## src/gpio_pkg.sv

```systemverilog
// Shared constants, register map and configuration layout of the pin block
package gpio_pkg;

  // ------------------------------------------------------------------
  // Sizes
  // ------------------------------------------------------------------
  localparam int NPINS = 12;
  localparam int DATA_PIN = 10;
  localparam int CLOCK_PIN = 11;
  localparam int TRACE_PINS = 3;
  localparam int ADR_W = 8;
  localparam int DAT_W = 32;

  // ------------------------------------------------------------------
  // Register byte offsets
  // ------------------------------------------------------------------
  localparam logic [7:0] OFS_CFG_BASE = 8'h00;
  localparam logic [7:0] OFS_CFG_LAST = 8'h2C;
  localparam logic [7:0] OFS_OUT = 8'h40;
  localparam logic [7:0] OFS_IN = 8'h44;
  localparam logic [7:0] OFS_STAT = 8'h48;
  localparam logic [7:0] OFS_MASK = 8'h4C;
  localparam logic [7:0] OFS_LP = 8'h50;
  localparam int LP_BIT = 0;

  // ------------------------------------------------------------------
  // Per-pin configuration word
  // ------------------------------------------------------------------
  localparam logic [1:0] MODE_TRI = 2'h0;
  localparam logic [1:0] MODE_PUSH = 2'h1;
  localparam logic [1:0] MODE_OPEN = 2'h2;
  localparam logic [1:0] PULL_NONE = 2'h0;
  localparam logic [1:0] PULL_UP = 2'h1;
  localparam logic [1:0] PULL_DN = 2'h2;
  localparam logic [1:0] FUNC_GPIO = 2'h0;
  localparam logic [1:0] FUNC_MAIN = 2'h1;
  localparam logic [1:0] FUNC_TRACE = 2'h2;
  localparam int EDGE_RISE_BIT = 0;
  localparam int EDGE_FALL_BIT = 1;
  localparam int CFG_W = 11;

  typedef struct packed {
    logic [1:0] func;
    logic [1:0] edge_sel;
    logic filt_en;
    logic [1:0] drive;
    logic [1:0] pull;
    logic [1:0] mode;
  } pin_cfg_t;

  localparam pin_cfg_t CFG_RST = '0;
  localparam pin_cfg_t CFG_RST_DATA = '{func: FUNC_MAIN, pull: PULL_UP, default: '0};
  localparam pin_cfg_t CFG_RST_CLOCK = '{func: FUNC_MAIN, pull: PULL_DN, default: '0};

  // ------------------------------------------------------------------
  // Timing
  // ------------------------------------------------------------------
  localparam int CLK_PERIOD_NS = 100;
  localparam int FILT_TIME_NS = 300;
  localparam int FILT_CYCLES = (FILT_TIME_NS + CLK_PERIOD_NS - 1) / CLK_PERIOD_NS;
  localparam logic [1:0] FILT_LAST = 2'(FILT_CYCLES - 1);

endpackage

```

## src/pin_in_if.sv

```systemverilog
// Input conditioning signals passed between the pin core and its input stage
`timescale 1ns/1ps
interface pin_in_if;
  logic [gpio_pkg::NPINS-1:0] raw;
  logic [gpio_pkg::NPINS-1:0] filt_en;
  logic [gpio_pkg::NPINS-1:0] level;
  logic [gpio_pkg::NPINS-1:0] rise;
  logic [gpio_pkg::NPINS-1:0] fall;
  modport cond (input raw, input filt_en, output level, output rise, output fall);
  modport core (output raw, output filt_en, input level, input rise, input fall);
endinterface

```

## src/gpio_pin_block.sv

```systemverilog
// Twelve-pin general purpose port with Wishbone registers, edge interrupts and wake
//
// Our own choices: the placing of the registers and the Wishbone register port.
`timescale 1ns/1ps
// Behaviour
// - Each pin configured separately; all pins tristate after reset.
// - Output pins driven push-pull or open-drain per pin setting.
// - Per pin pull-up, pull-down or no pull resistor enabled.
// - Per pin drive strength, one of four settings, applied to driver.
// - Optional per pin glitch filter removes short pulses before edges.
// - Input edge interrupt on rising, falling or both edges per pin.
// - Enabled edge interrupt wakes the block from low-power mode.
// - Pin configuration kept unchanged through low-power mode and wake.
// - All twelve signal pins usable as general purpose when not main function.
// - After reset debug data pin has debug function with pull-up.
// - After reset debug clock pin has debug clock function with pull-down.
// - Debug pins can be reassigned to general purpose use.
// - Trace output on user pins 0-2 off after reset until enabled.
// - Reset pin active low with internal pull-up.
module gpio_pin_block (
  // Clock and reset
  input wire logic clk_i,
  input wire logic rst_i,
  // Wishbone slave
  input wire logic wb_cyc_i,
  input wire logic wb_stb_i,
  input wire logic wb_we_i,
  input wire logic [gpio_pkg::ADR_W-1:0] wb_adr_i,
  input wire logic [3:0] wb_sel_i,
  input wire logic [gpio_pkg::DAT_W-1:0] wb_dat_i,
  output logic [gpio_pkg::DAT_W-1:0] wb_dat_o,
  output logic wb_ack_o,
  // Pins
  input wire logic [gpio_pkg::NPINS-1:0] pin_i,
  output logic [gpio_pkg::NPINS-1:0] pin_o,
  output logic [gpio_pkg::NPINS-1:0] pin_oe_n_o,
  output logic [gpio_pkg::NPINS-1:0] pull_up_o,
  output logic [gpio_pkg::NPINS-1:0] pull_dn_o,
  output logic [2*gpio_pkg::NPINS-1:0] drive_o,
  // Debug and trace functions
  input wire logic dbg_data_out_i,
  input wire logic dbg_data_oe_i,
  output logic dbg_data_in_o,
  output logic dbg_clock_o,
  input wire logic trace_i,
  // Reset pin
  input wire logic rst_pin_n_i,
  output logic rst_pull_up_o,
  output logic reset_req_o,
  // Events
  output logic irq_o,
  output logic wake_o
);
  import gpio_pkg::*;

  function automatic logic [DAT_W-1:0] merge_sel(input logic [DAT_W-1:0] old_v,
                                                 input logic [DAT_W-1:0] new_v,
                                                 input logic [3:0] sel);
    logic [DAT_W-1:0] r;
    r = old_v;
    for (int b = 0; b < 4; b++) begin
      if (sel[b]) begin
        r[8*b +: 8] = new_v[8*b +: 8];
      end
    end
    return r;
  endfunction

  pin_in_if pin_in ();

  pin_input_cond u_cond (
    .clk_i (clk_i),
    .rst_i (rst_i),
    .bus   (pin_in)
  );

  pin_cfg_t [NPINS-1:0] cfg_q, cfg_d;
  logic [NPINS-1:0] out_q, out_d, stat_q, stat_d, mask_q, mask_d, set, clr, rise_en;
  logic lp_q, lp_d, wake_q, wake_d, irq_q, irq_d, ack_q, ack_d;
  logic [DAT_W-1:0] rdat_q, rdat_d, wmerge, rsel;
  logic [NPINS-1:0] po_q, po_d, oen_q, oen_d, pu_q, pu_d, pd_q, pd_d;
  logic [2*NPINS-1:0] drv_q, drv_d;
  logic dbg_in_q, dbg_in_d, dbg_clk_q, dbg_clk_d;
  logic rsy1_q, rsy2_q, rreq_q;
  logic req, wr;
  logic [3:0] idx;

  // ------------------------------------------------------------------
  // Bus decode
  // ------------------------------------------------------------------
  always_comb begin
    req = wb_cyc_i && wb_stb_i && !ack_q;
    // Write commits on the edge where the master samples ack
    wr = wb_cyc_i && wb_stb_i && wb_we_i && ack_q;
    idx = wb_adr_i[5:2];
    rsel = '0;
    if (wb_adr_i <= OFS_CFG_LAST && wb_adr_i[1:0] == 2'h0) begin
      rsel = {{(DAT_W-CFG_W){1'b0}}, cfg_q[idx]};
    end else begin
      case (wb_adr_i)
        OFS_OUT: rsel = {{(DAT_W-NPINS){1'b0}}, out_q};
        OFS_IN: rsel = {{(DAT_W-NPINS){1'b0}}, pin_in.level};
        OFS_STAT: rsel = {{(DAT_W-NPINS){1'b0}}, stat_q};
        OFS_MASK: rsel = {{(DAT_W-NPINS){1'b0}}, mask_q};
        OFS_LP: rsel = {{(DAT_W-1){1'b0}}, lp_q};
        default: rsel = '0;
      endcase
    end
    wmerge = merge_sel(rsel, wb_dat_i, wb_sel_i);
  end

  // ------------------------------------------------------------------
  // Registers and events
  // ------------------------------------------------------------------
  always_comb begin
    cfg_d = cfg_q;
    out_d = out_q;
    mask_d = mask_q;
    clr = '0;
    lp_d = lp_q;
    ack_d = req;
    rdat_d = rdat_q;
    if (req && !wb_we_i) begin
      rdat_d = rsel;
    end
    // Only a bus write alters configuration, in any power mode
    if (wr && wb_adr_i <= OFS_CFG_LAST && wb_adr_i[1:0] == 2'h0) begin
      cfg_d[idx] = pin_cfg_t'(wmerge[CFG_W-1:0]);
    end
    if (wr && wb_adr_i == OFS_OUT) begin
      out_d = wmerge[NPINS-1:0];
    end
    if (wr && wb_adr_i == OFS_MASK) begin
      mask_d = wmerge[NPINS-1:0];
    end
    if (wr && wb_adr_i == OFS_STAT) begin
      clr = wmerge[NPINS-1:0];
    end
    if (wr && wb_adr_i == OFS_LP) begin
      lp_d = wmerge[LP_BIT];
    end
    for (int i = 0; i < NPINS; i++) begin
      set[i] = (pin_in.rise[i] && cfg_q[i].edge_sel[EDGE_RISE_BIT]) ||
               (pin_in.fall[i] && cfg_q[i].edge_sel[EDGE_FALL_BIT]);
      pin_in.filt_en[i] = cfg_q[i].filt_en;
      rise_en[i] = cfg_q[i].edge_sel[EDGE_RISE_BIT];
    end
    stat_d = (stat_q & ~clr) | set;
    wake_d = lp_q && (|set);
    if (wake_d) begin
      lp_d = 1'b0;
    end
    irq_d = |(stat_d & mask_d);
  end

  assign pin_in.raw = pin_i;

  // ------------------------------------------------------------------
  // Pin drivers
  // ------------------------------------------------------------------
  always_comb begin
    for (int i = 0; i < NPINS; i++) begin
      po_d[i] = 1'b0;
      oen_d[i] = 1'b1;
      case (cfg_q[i].func)
        FUNC_GPIO: begin
          case (cfg_q[i].mode)
            MODE_PUSH: begin
              oen_d[i] = 1'b0;
              po_d[i] = out_q[i];
            end
            MODE_OPEN: begin
              oen_d[i] = out_q[i];
            end
            default: oen_d[i] = 1'b1;
          endcase
        end
        FUNC_MAIN: begin
          if (i == DATA_PIN) begin
            oen_d[i] = ~dbg_data_oe_i;
            po_d[i] = dbg_data_out_i;
          end
        end
        FUNC_TRACE: begin
          if (i < TRACE_PINS) begin
            oen_d[i] = 1'b0;
            po_d[i] = trace_i;
          end
        end
        default: oen_d[i] = 1'b1;
      endcase
      pu_d[i] = cfg_q[i].pull == PULL_UP;
      pd_d[i] = cfg_q[i].pull == PULL_DN;
      drv_d[2*i +: 2] = cfg_q[i].drive;
    end
    dbg_in_d = pin_in.level[DATA_PIN];
    dbg_clk_d = pin_in.level[CLOCK_PIN];
  end

  always_ff @(posedge clk_i) begin
    if (rst_i) begin
      for (int i = 0; i < NPINS; i++) begin
        cfg_q[i] <= CFG_RST;
      end
      cfg_q[DATA_PIN] <= CFG_RST_DATA;
      cfg_q[CLOCK_PIN] <= CFG_RST_CLOCK;
      out_q <= '0;
      stat_q <= '0;
      mask_q <= '0;
      lp_q <= 1'b0;
      wake_q <= 1'b0;
      irq_q <= 1'b0;
      ack_q <= 1'b0;
      rdat_q <= 32'h0000_0000;
      po_q <= '0;
      oen_q <= '1;
      pu_q <= '0;
      pu_q[DATA_PIN] <= 1'b1;
      pd_q <= '0;
      pd_q[CLOCK_PIN] <= 1'b1;
      drv_q <= '0;
      dbg_in_q <= 1'b0;
      dbg_clk_q <= 1'b0;
    end else begin
      cfg_q <= cfg_d;
      out_q <= out_d;
      stat_q <= stat_d;
      mask_q <= mask_d;
      lp_q <= lp_d;
      wake_q <= wake_d;
      irq_q <= irq_d;
      ack_q <= ack_d;
      rdat_q <= rdat_d;
      po_q <= po_d;
      oen_q <= oen_d;
      pu_q <= pu_d;
      pd_q <= pd_d;
      drv_q <= drv_d;
      dbg_in_q <= dbg_in_d;
      dbg_clk_q <= dbg_clk_d;
    end
  end

  // ------------------------------------------------------------------
  // Reset pin
  // ------------------------------------------------------------------
  // Pin reads released before the first sample, matching a floating pin
  always_ff @(posedge clk_i) begin
    if (rst_i) begin
      rsy1_q <= 1'b1;
      rsy2_q <= 1'b1;
      rreq_q <= 1'b0;
    end else begin
      rsy1_q <= rst_pin_n_i;
      rsy2_q <= rsy1_q;
      rreq_q <= ~rsy2_q;
    end
  end

  assign wb_dat_o = rdat_q;
  assign wb_ack_o = ack_q;
  assign pin_o = po_q;
  assign pin_oe_n_o = oen_q;
  assign pull_up_o = pu_q;
  assign pull_dn_o = pd_q;
  assign drive_o = drv_q;
  assign dbg_data_in_o = dbg_in_q;
  assign dbg_clock_o = dbg_clk_q;
  assign rst_pull_up_o = 1'b1;
  assign reset_req_o = rreq_q;
  assign irq_o = irq_q;
  assign wake_o = wake_q;

  // ------------------------------------------------------------------
  // Checks
  // ------------------------------------------------------------------
  AST_RESET_TRISTATE: assert property (@(posedge clk_i)
    ($past(rst_i) && !rst_i) |-> (&pin_oe_n_o) && cfg_q[0].func == FUNC_GPIO)
    else $error("Pins not tristate right after reset");
  AST_OPEN_DRAIN_LOW: assert property (@(posedge clk_i) disable iff (rst_i)
    ($past(cfg_q[0].func) == FUNC_GPIO && $past(cfg_q[0].mode) == MODE_OPEN) |->
      (pin_oe_n_o[0] == $past(out_q[0]) && !pin_o[0]))
    else $error("Open-drain pin drove high or ignored its data");
  AST_PULL_EXCLUSIVE: assert property (@(posedge clk_i) disable iff (rst_i)
    ((pull_up_o & pull_dn_o) == '0) && (pull_up_o[3] == ($past(cfg_q[3].pull) == PULL_UP)))
    else $error("Pull resistors wrong or both enabled");
  AST_DRIVE_APPLIED: assert property (@(posedge clk_i) disable iff (rst_i)
    $changed(cfg_q[5].drive) |=> drive_o[11:10] == $past(cfg_q[5].drive))
    else $error("Drive strength not applied to the pin");
  AST_EDGE_SETS_FLAG: assert property (@(posedge clk_i) disable iff (rst_i)
    (|(pin_in.rise & rise_en)) |=>
      ((stat_q & $past(pin_in.rise & rise_en)) == $past(pin_in.rise & rise_en)))
    else $error("Rising edge did not set its pending flag");
  AST_WAKE: assert property (@(posedge clk_i) disable iff (rst_i)
    (lp_q && (|set)) |=> (wake_o && !lp_q))
    else $error("Enabled edge did not wake from low power");
  AST_CFG_HELD: assert property (@(posedge clk_i) disable iff (rst_i)
    (!$past(rst_i) && $changed(cfg_q)) |-> $past(wr))
    else $error("Configuration changed without a bus write");
  AST_DEBUG_RESET: assert property (@(posedge clk_i)
    $past(rst_i, 2) && !$past(rst_i) |->
      (pull_up_o[DATA_PIN] && pull_dn_o[CLOCK_PIN] && cfg_q[CLOCK_PIN].func == FUNC_MAIN))
    else $error("Debug pins not in debug function after reset");
  AST_TRACE_OFF: assert property (@(posedge clk_i) disable iff (rst_i)
    (cfg_q[1].func != FUNC_TRACE && $past(cfg_q[1].func) != FUNC_TRACE &&
     $past(cfg_q[1].mode) == MODE_TRI) |-> pin_oe_n_o[1])
    else $error("Trace drove a pin while disabled");
  AST_FLAG_STICKY: assert property (@(posedge clk_i) disable iff (rst_i)
    !$past(rst_i) |-> ((stat_q & $past(stat_q & ~clr)) == $past(stat_q & ~clr)) &&
      (irq_o == |(stat_q & mask_q)))
    else $error("Pending flag lost or interrupt wrong");
  AST_RESET_PIN: assert property (@(posedge clk_i) disable iff (rst_i)
    (!rst_pin_n_i ##1 !rst_pin_n_i ##1 !rst_pin_n_i) |=> reset_req_o)
    else $error("Low reset pin not reported");

  COV_WAKE: cover property (@(posedge clk_i) disable iff (rst_i) $rose(wake_o));
  COV_IRQ: cover property (@(posedge clk_i) disable iff (rst_i) $rose(irq_o));
  COV_DEBUG_TO_GPIO: cover property (@(posedge clk_i) disable iff (rst_i)
    $past(cfg_q[DATA_PIN].func) == FUNC_MAIN && cfg_q[DATA_PIN].func == FUNC_GPIO);
endmodule

```

## src/pin_input_cond.sv

```systemverilog
// Input stage: two-stage synchroniser, glitch filter and edge detection
`timescale 1ns/1ps
module pin_input_cond (
  // Clock and reset
  input wire logic clk_i,
  input wire logic rst_i,
  // Conditioned levels and edges
  pin_in_if.cond bus
);
  import gpio_pkg::*;

  logic [NPINS-1:0] s1_q, s1_d, s2_q, s2_d;
  logic [NPINS-1:0] filt_q, filt_d, prev_q, prev_d, cond;
  logic [1:0] cnt_q [NPINS];
  logic [1:0] cnt_d [NPINS];

  // ------------------------------------------------------------------
  // Next state
  // ------------------------------------------------------------------
  always_comb begin
    s1_d = bus.raw;
    s2_d = s1_q;
    for (int i = 0; i < NPINS; i++) begin
      filt_d[i] = filt_q[i];
      cnt_d[i] = 2'h0;
      if (s2_q[i] != filt_q[i]) begin
        // Level must differ on consecutive cycles before it is accepted
        if (cnt_q[i] == FILT_LAST) begin
          filt_d[i] = s2_q[i];
        end else begin
          cnt_d[i] = cnt_q[i] + 2'h1;
        end
      end
      cond[i] = bus.filt_en[i] ? filt_q[i] : s2_q[i];
    end
    prev_d = cond;
  end

  always_ff @(posedge clk_i) begin
    if (rst_i) begin
      s1_q <= '0;
      s2_q <= '0;
      filt_q <= '0;
      prev_q <= '0;
      for (int i = 0; i < NPINS; i++) begin
        cnt_q[i] <= 2'h0;
      end
    end else begin
      s1_q <= s1_d;
      s2_q <= s2_d;
      filt_q <= filt_d;
      prev_q <= prev_d;
      for (int i = 0; i < NPINS; i++) begin
        cnt_q[i] <= cnt_d[i];
      end
    end
  end

  // Toggling a filter enable may itself show as one edge
  assign bus.level = cond;
  assign bus.rise = cond & ~prev_q;
  assign bus.fall = ~cond & prev_q;

  // ------------------------------------------------------------------
  // Checks
  // ------------------------------------------------------------------
  AST_SYNC_TWO_STAGE: assert property (@(posedge clk_i) disable iff (rst_i)
    (!$past(rst_i, 1) && !$past(rst_i, 2) && bus.filt_en == '0) |->
      bus.level == $past(bus.raw, 2))
    else $error("Unfiltered level is not the raw input two cycles late");
  AST_FILTER_STABLE: assert property (@(posedge clk_i) disable iff (rst_i)
    (!$past(rst_i) && $changed(filt_q[0])) |->
      ($past(s2_q[0], 1) == filt_q[0] && $past(s2_q[0], 2) == filt_q[0] &&
       $past(s2_q[0], 3) == filt_q[0]))
    else $error("Filter accepted a pulse shorter than the filter time");
  COV_FILTER_ACCEPT: cover property (@(posedge clk_i) disable iff (rst_i)
    bus.filt_en[0] && $rose(filt_q[0]));
endmodule

```

## config.mk

```make
export PLATFORM = sky130hd
export DESIGN_NAME = gpio_pin_block
export DESIGN_NICKNAME = d
export VERILOG_FILES = /design/src/gpio_pkg.sv /design/src/pin_in_if.sv /design/src/gpio_pin_block.sv /design/src/pin_input_cond.sv
export SDC_FILE = /design/constraint.sdc
export NUM_CORES = 1
export LEC_CHECK = 0
export BUFFER_PORTS_ARGS = -buffer_cell sky130_fd_sc_hd__clkbuf_2
export CORE_ASPECT_RATIO = 0.9
export CORE_MARGIN = 2
export CORE_UTILIZATION = 30
export DETAILED_ROUTE_END_ITERATION = 7
export GPL_TIMING_DRIVEN = 0
export PLACE_DENSITY_LB_ADDON = 0.2
export SETUP_SLACK_MARGIN = 0.05
export SLEW_MARGIN = 20
export SYNTH_ARGS = -nofsm -noshare
export SYNTH_HDL_FRONTEND = slang
export SYNTH_HIERARCHICAL = 1
export SYNTH_SLANG_ARGS = --single-unit
```

## constraint.sdc

```tcl
create_clock -name clk_i -period 2.64 [get_ports clk_i]
set_clock_uncertainty 0.1 [all_clocks]
set_input_delay 0.132 -clock clk_i [delete_from_list [all_inputs] [get_ports clk_i]]
set_output_delay 0.132 -clock clk_i [all_outputs]
set_load 0.05 [all_outputs]
```

==> out/summary.json <==
{
  "whs": {"value": 0.0283, "unit": "ns"},
  "totalNegativeSetupSlack": {"value": -0.204, "unit": "ns"},
  "routed_wirelength": {"value": 51500, "unit": "µm"},
  "postSynthCellCount": {"value": 1509},
  "fp.dieW": {"value": 232, "unit": "µm"},
  "final_layout_size_suffix_gt1_share": {"value": 21.6, "unit": "%"},
  "regToRegEndpoint": {"value": "mask_q[6]"},
  "status": {"value": "finished with violations"},
  "vias_per_cell": {"value": 4.97},
  "finalWeightedCongestion": {"value": 0.930},
  "worst_hold_startpoint": {"value": "wb_cyc_i"},
  "number_of_global_route_vias_before_repair": {"value": 11600},
  "grt_first_pass_wirelength": {"value": 75200, "unit": "µm"},
  "design.die.area": {"value": 48700, "unit": "µm²"},
  "cpMostUsedCell": {"value": "buf_4"},
  "powerDensity": {"value": 652, "unit": "nW/µm²"},
  "min_period_over_period": {"value": 104, "unit": "%"},
  "crit_path_start_kind": {"value": "flop"},
  "die_y": {"value": 210, "unit": "µm"},
  "dr.pass1.iters": {"value": 5},
  "cp.required": {"value": 3.04, "unit": "ns"},
  "cts_num_sinks": {"value": 333},
  "leakagePower": {"value": 6.64, "unit": "nW"},
  "failed_checks": {"value": "setup timing"},
  "reg2reg_slack": {"value": -0.10, "unit": "ns"},
  "tritoncts_clock_tree": {"value": "yes"},
  "r2r_start": {"value": "wb_ack_o"},
  "synth.distinct_cells": {"value": 75},
  "grt_antenna_before_repair": {"value": 1},
  "worst_r2r_path_depth": {"value": 11},
  "timing.max_slew.rel_slack": {"value": 37.6, "unit": "%"},
  "setup_viol": {"value": 2},
  "vias": {"value": 11900},
  "clockRootBuffer": {"value": "clkbuf_16"},
  "initial_utilization": {"value": 30.3, "unit": "%"},
  "biggest_area_consumer_among_synthesized_cells": {"value": "dfxtp_1"},
  "hold_violations": {"value": 0},
  "irDropWorstVdd": {"value": 358, "unit": "µV"},
  "max_slew.worst_pin.slew": {"value": 0.936, "unit": "ns"},
  "port_buffers": {"value": 130},
  "htreeDepth": {"value": 2},
  "core": {"value": 46500, "unit": "µm²"},
  "final_core_util": {"value": 38.2, "unit": "%"},
  "ys.warnings.count": {"value": 6},
  "max_clock_freq": {"value": 365, "unit": "MHz"},
  "whs_path_depth": {"value": 6},
  "holdCritPathClass": {"value": "in -> reg"},
  "crit_buf_inv": {"value": 7},
  "layout_commonest_cell": {"value": "dfxtp_1"},
  "slew_viol_final": {"value": 0},
  "critPathMaxFanout": {"value": 8},
  "pin_count_of_the_biggest_net_entering_global_routing": {"value": 14},
  "top_level_ports": {"value": 176},
  "path_cells": {"value": "nand4_1 -> nor3_4 -> a31oi_1 -> buf_4 -> buf_4 -> buf_4 -> buf_4 -> buf_4 -> buf_4 -> buf_4 -> nor2_1"},
  "route.detailed.wl_per_inst": {"value": 21.5, "unit": "µm"},
  "netlist_top_cells_area": {"value": "dfxtp_1 47%, nand2_1 7.2%, mux4_2 5.9%"},
  "drt.antenna.violating_nets": {"value": 0},
  "share_of_synthesized_area_occupied_by_flip_flops_and_latches": {"value": 47.4, "unit": "%"},
  "final_worst_setup_slack": {"value": -0.102, "unit": "ns"},
  "drt_first_iter_violations": {"value": 930},
  "min_period": {"value": 2.74, "unit": "ns"},
  "area.growth.synth_to_final": {"value": 26.0, "unit": "%"},
  "timing.hold.worst_endpoint": {"value": "wb_dat_o[0]"},
  "postSynthAreaPerCell": {"value": 9.33, "unit": "µm²"},
  "worstPathArrival": {"value": 3.15, "unit": "ns"},
  "std_cell_rows": {"value": 75},
  "critical_path.endpoint_type": {"value": "flop"},
  "dp.final_hpwl": {"value": 38500, "unit": "µm"},
  "worst_path_max_delay_cell": {"value": "nor3_4"},
  "grt_use_total": {"value": 21.1, "unit": "%"},
  "synth-async-reset-ratio": {"value": 0, "unit": "%"},
  "critPathKind": {"value": "reg -> reg"},
  "synth_top_area_share": {"value": 47.4, "unit": "%"},
  "cts.path.max_buffers": {"value": 3},
  "grt-ovfl-total": {"value": 0},
  "count_of_state_elements_after_synthesis": {"value": 333},
  "cpPeakStageDelay": {"value": 0.67, "unit": "ns"},
  "report.power.total": {"value": 0.0116, "unit": "W"},
  "final_cell_mix": {"value": "324 x dfxtp_1, 270 x nand2_1, 133 x clkbuf_2"},
  "maxCapViolations": {"value": 0},
  "synth-edff-count": {"value": 0},
  "grt_setup_unrepaired": {"value": "yes"},
  "critPathTopFamily": {"value": "simple AND/OR/NAND/NOR gates"},
  "clkSlewWorstSetupHoldPaths": {"value": 0.06, "unit": "ns"},
  "drc_errors": {"value": 0},
  "cts_buffers": {"value": 38},
  "place_worst_setup_slack": {"value": -0.680, "unit": "ns"},
  "syn-cell-area": {"value": 14100, "unit": "µm²"},
  "synthFlopType": {"value": "dfxtp_1"},
  "nNetsFinal": {"value": 1845},
  "clkLatencyLatePin": {"value": 0.57, "unit": "ns"}
}
sequential cells by signal, indices dropped and copies added, names as in the netlist, 12 cells and up:
register and count:
drive_o 24, pull_up_o 12, u_cond/prev_q 12, out_q 12, u_cond/filt_q 12, pin_oe_n_o 12, pin_o 12, wb_dat_o 12
u_cond/s1_q 12, stat_q 12, pull_dn_o 12, cfg_q 132, u_cond/cnt_q 24, u_cond/s2_q 12, mask_q 12
worst min-delay path: stages:
cell and delay [ns]:
clkbuf_2 0.10, nand2_1 0.08, nor3_1 0.10, o21ai_0 0.09, o22ai_1 0.08, nor2_1 0.08
worst max path at each step:
stage,from,endpoint,slack [ns],depth (start not counted)
2_1_floorplan,wb_ack_o,irq_o,0.14,8
3_3_place_gp,wb_adr_i[1],irq_o,-0.73,8
3_5_place_dp,wb_adr_i[1],irq_o,-0.68,8
4_1_cts,cfg_q[116],irq_o,-0.05,9
5_1_grt,cfg_q[116],irq_o,-0.14,9
6_report,wb_ack_o,mask_q[6],-0.10,11
power by group:
group	internal (W)	switching (W)
Combinational	0.000245	0.000535
Sequential	0.00506	0.0000243
Clock	0.00349	0.00222
metrics by stage:
step	instance area, µm²	std cells
finish	17700	2399
global route	17700	2397
CTS	17700	2395
detailed placement	15600	2274
global placement	15600	2274
floorplan	14100	1528
synth_stat cells, drive strengths merged (5+ instances only):
master,count
a21oi,136
buf,65
o211ai,5
inv,52
a211oi,8
a22oi,16
dfxtp,333
nand2b,5
nand4,10
mux2i,73
nor2b,68
ha,28
o21ai,8
and3,11
mux4,40
clkbuf,53
nor3,25
nor2,118
and2,20
nand2,272
nor4,27
nand3,33
nor3b,21
a21boi,6
mux2,5
xnor2,12
cell families after synthesis:
logic type      count (synthesis)  synth area share (%)
compound gates                221                  9.88
xor+xnor                       12                 0.747
fa+ha+maj                      28                  2.49
buf+inv                       170                  6.23
flops                         333                  47.4
mux                           118                  12.1
other cells                     2                0.0533
simple gates                  625                  21.2
cell type report:
cell class	instances	area, µm²
repair buffers	185	1150
clock buffers	54	1130
plain buffers	117	696
clock inverters	15	214
multi-input cells	1025	6890
fillers	4670	28700
well taps	616	771
flip-flops and latches	333	6690
inverters	52	195
diodes	2	5.00
routing by layer:
metal	wire length, µm	vias up	GRT usage [%]
met1	22700	5750	28.3
met3	3450	105	3.85
met2	23300	440	33.4
met5	0	-	0
met4	2040	0	9.13
li1	-	5626	-
repair_timing:
item | CTS | global route
hold buffers | 33 | 0
endpoints found under the hold margin | 86 | 0
pin swaps | 11 | 6
endpoints found under the setup margin | 102 | 73
resized for setup | 54 | 21
buffers inserted | 20 | 2
Note: power is estimated with default switching activity, not from simulation.
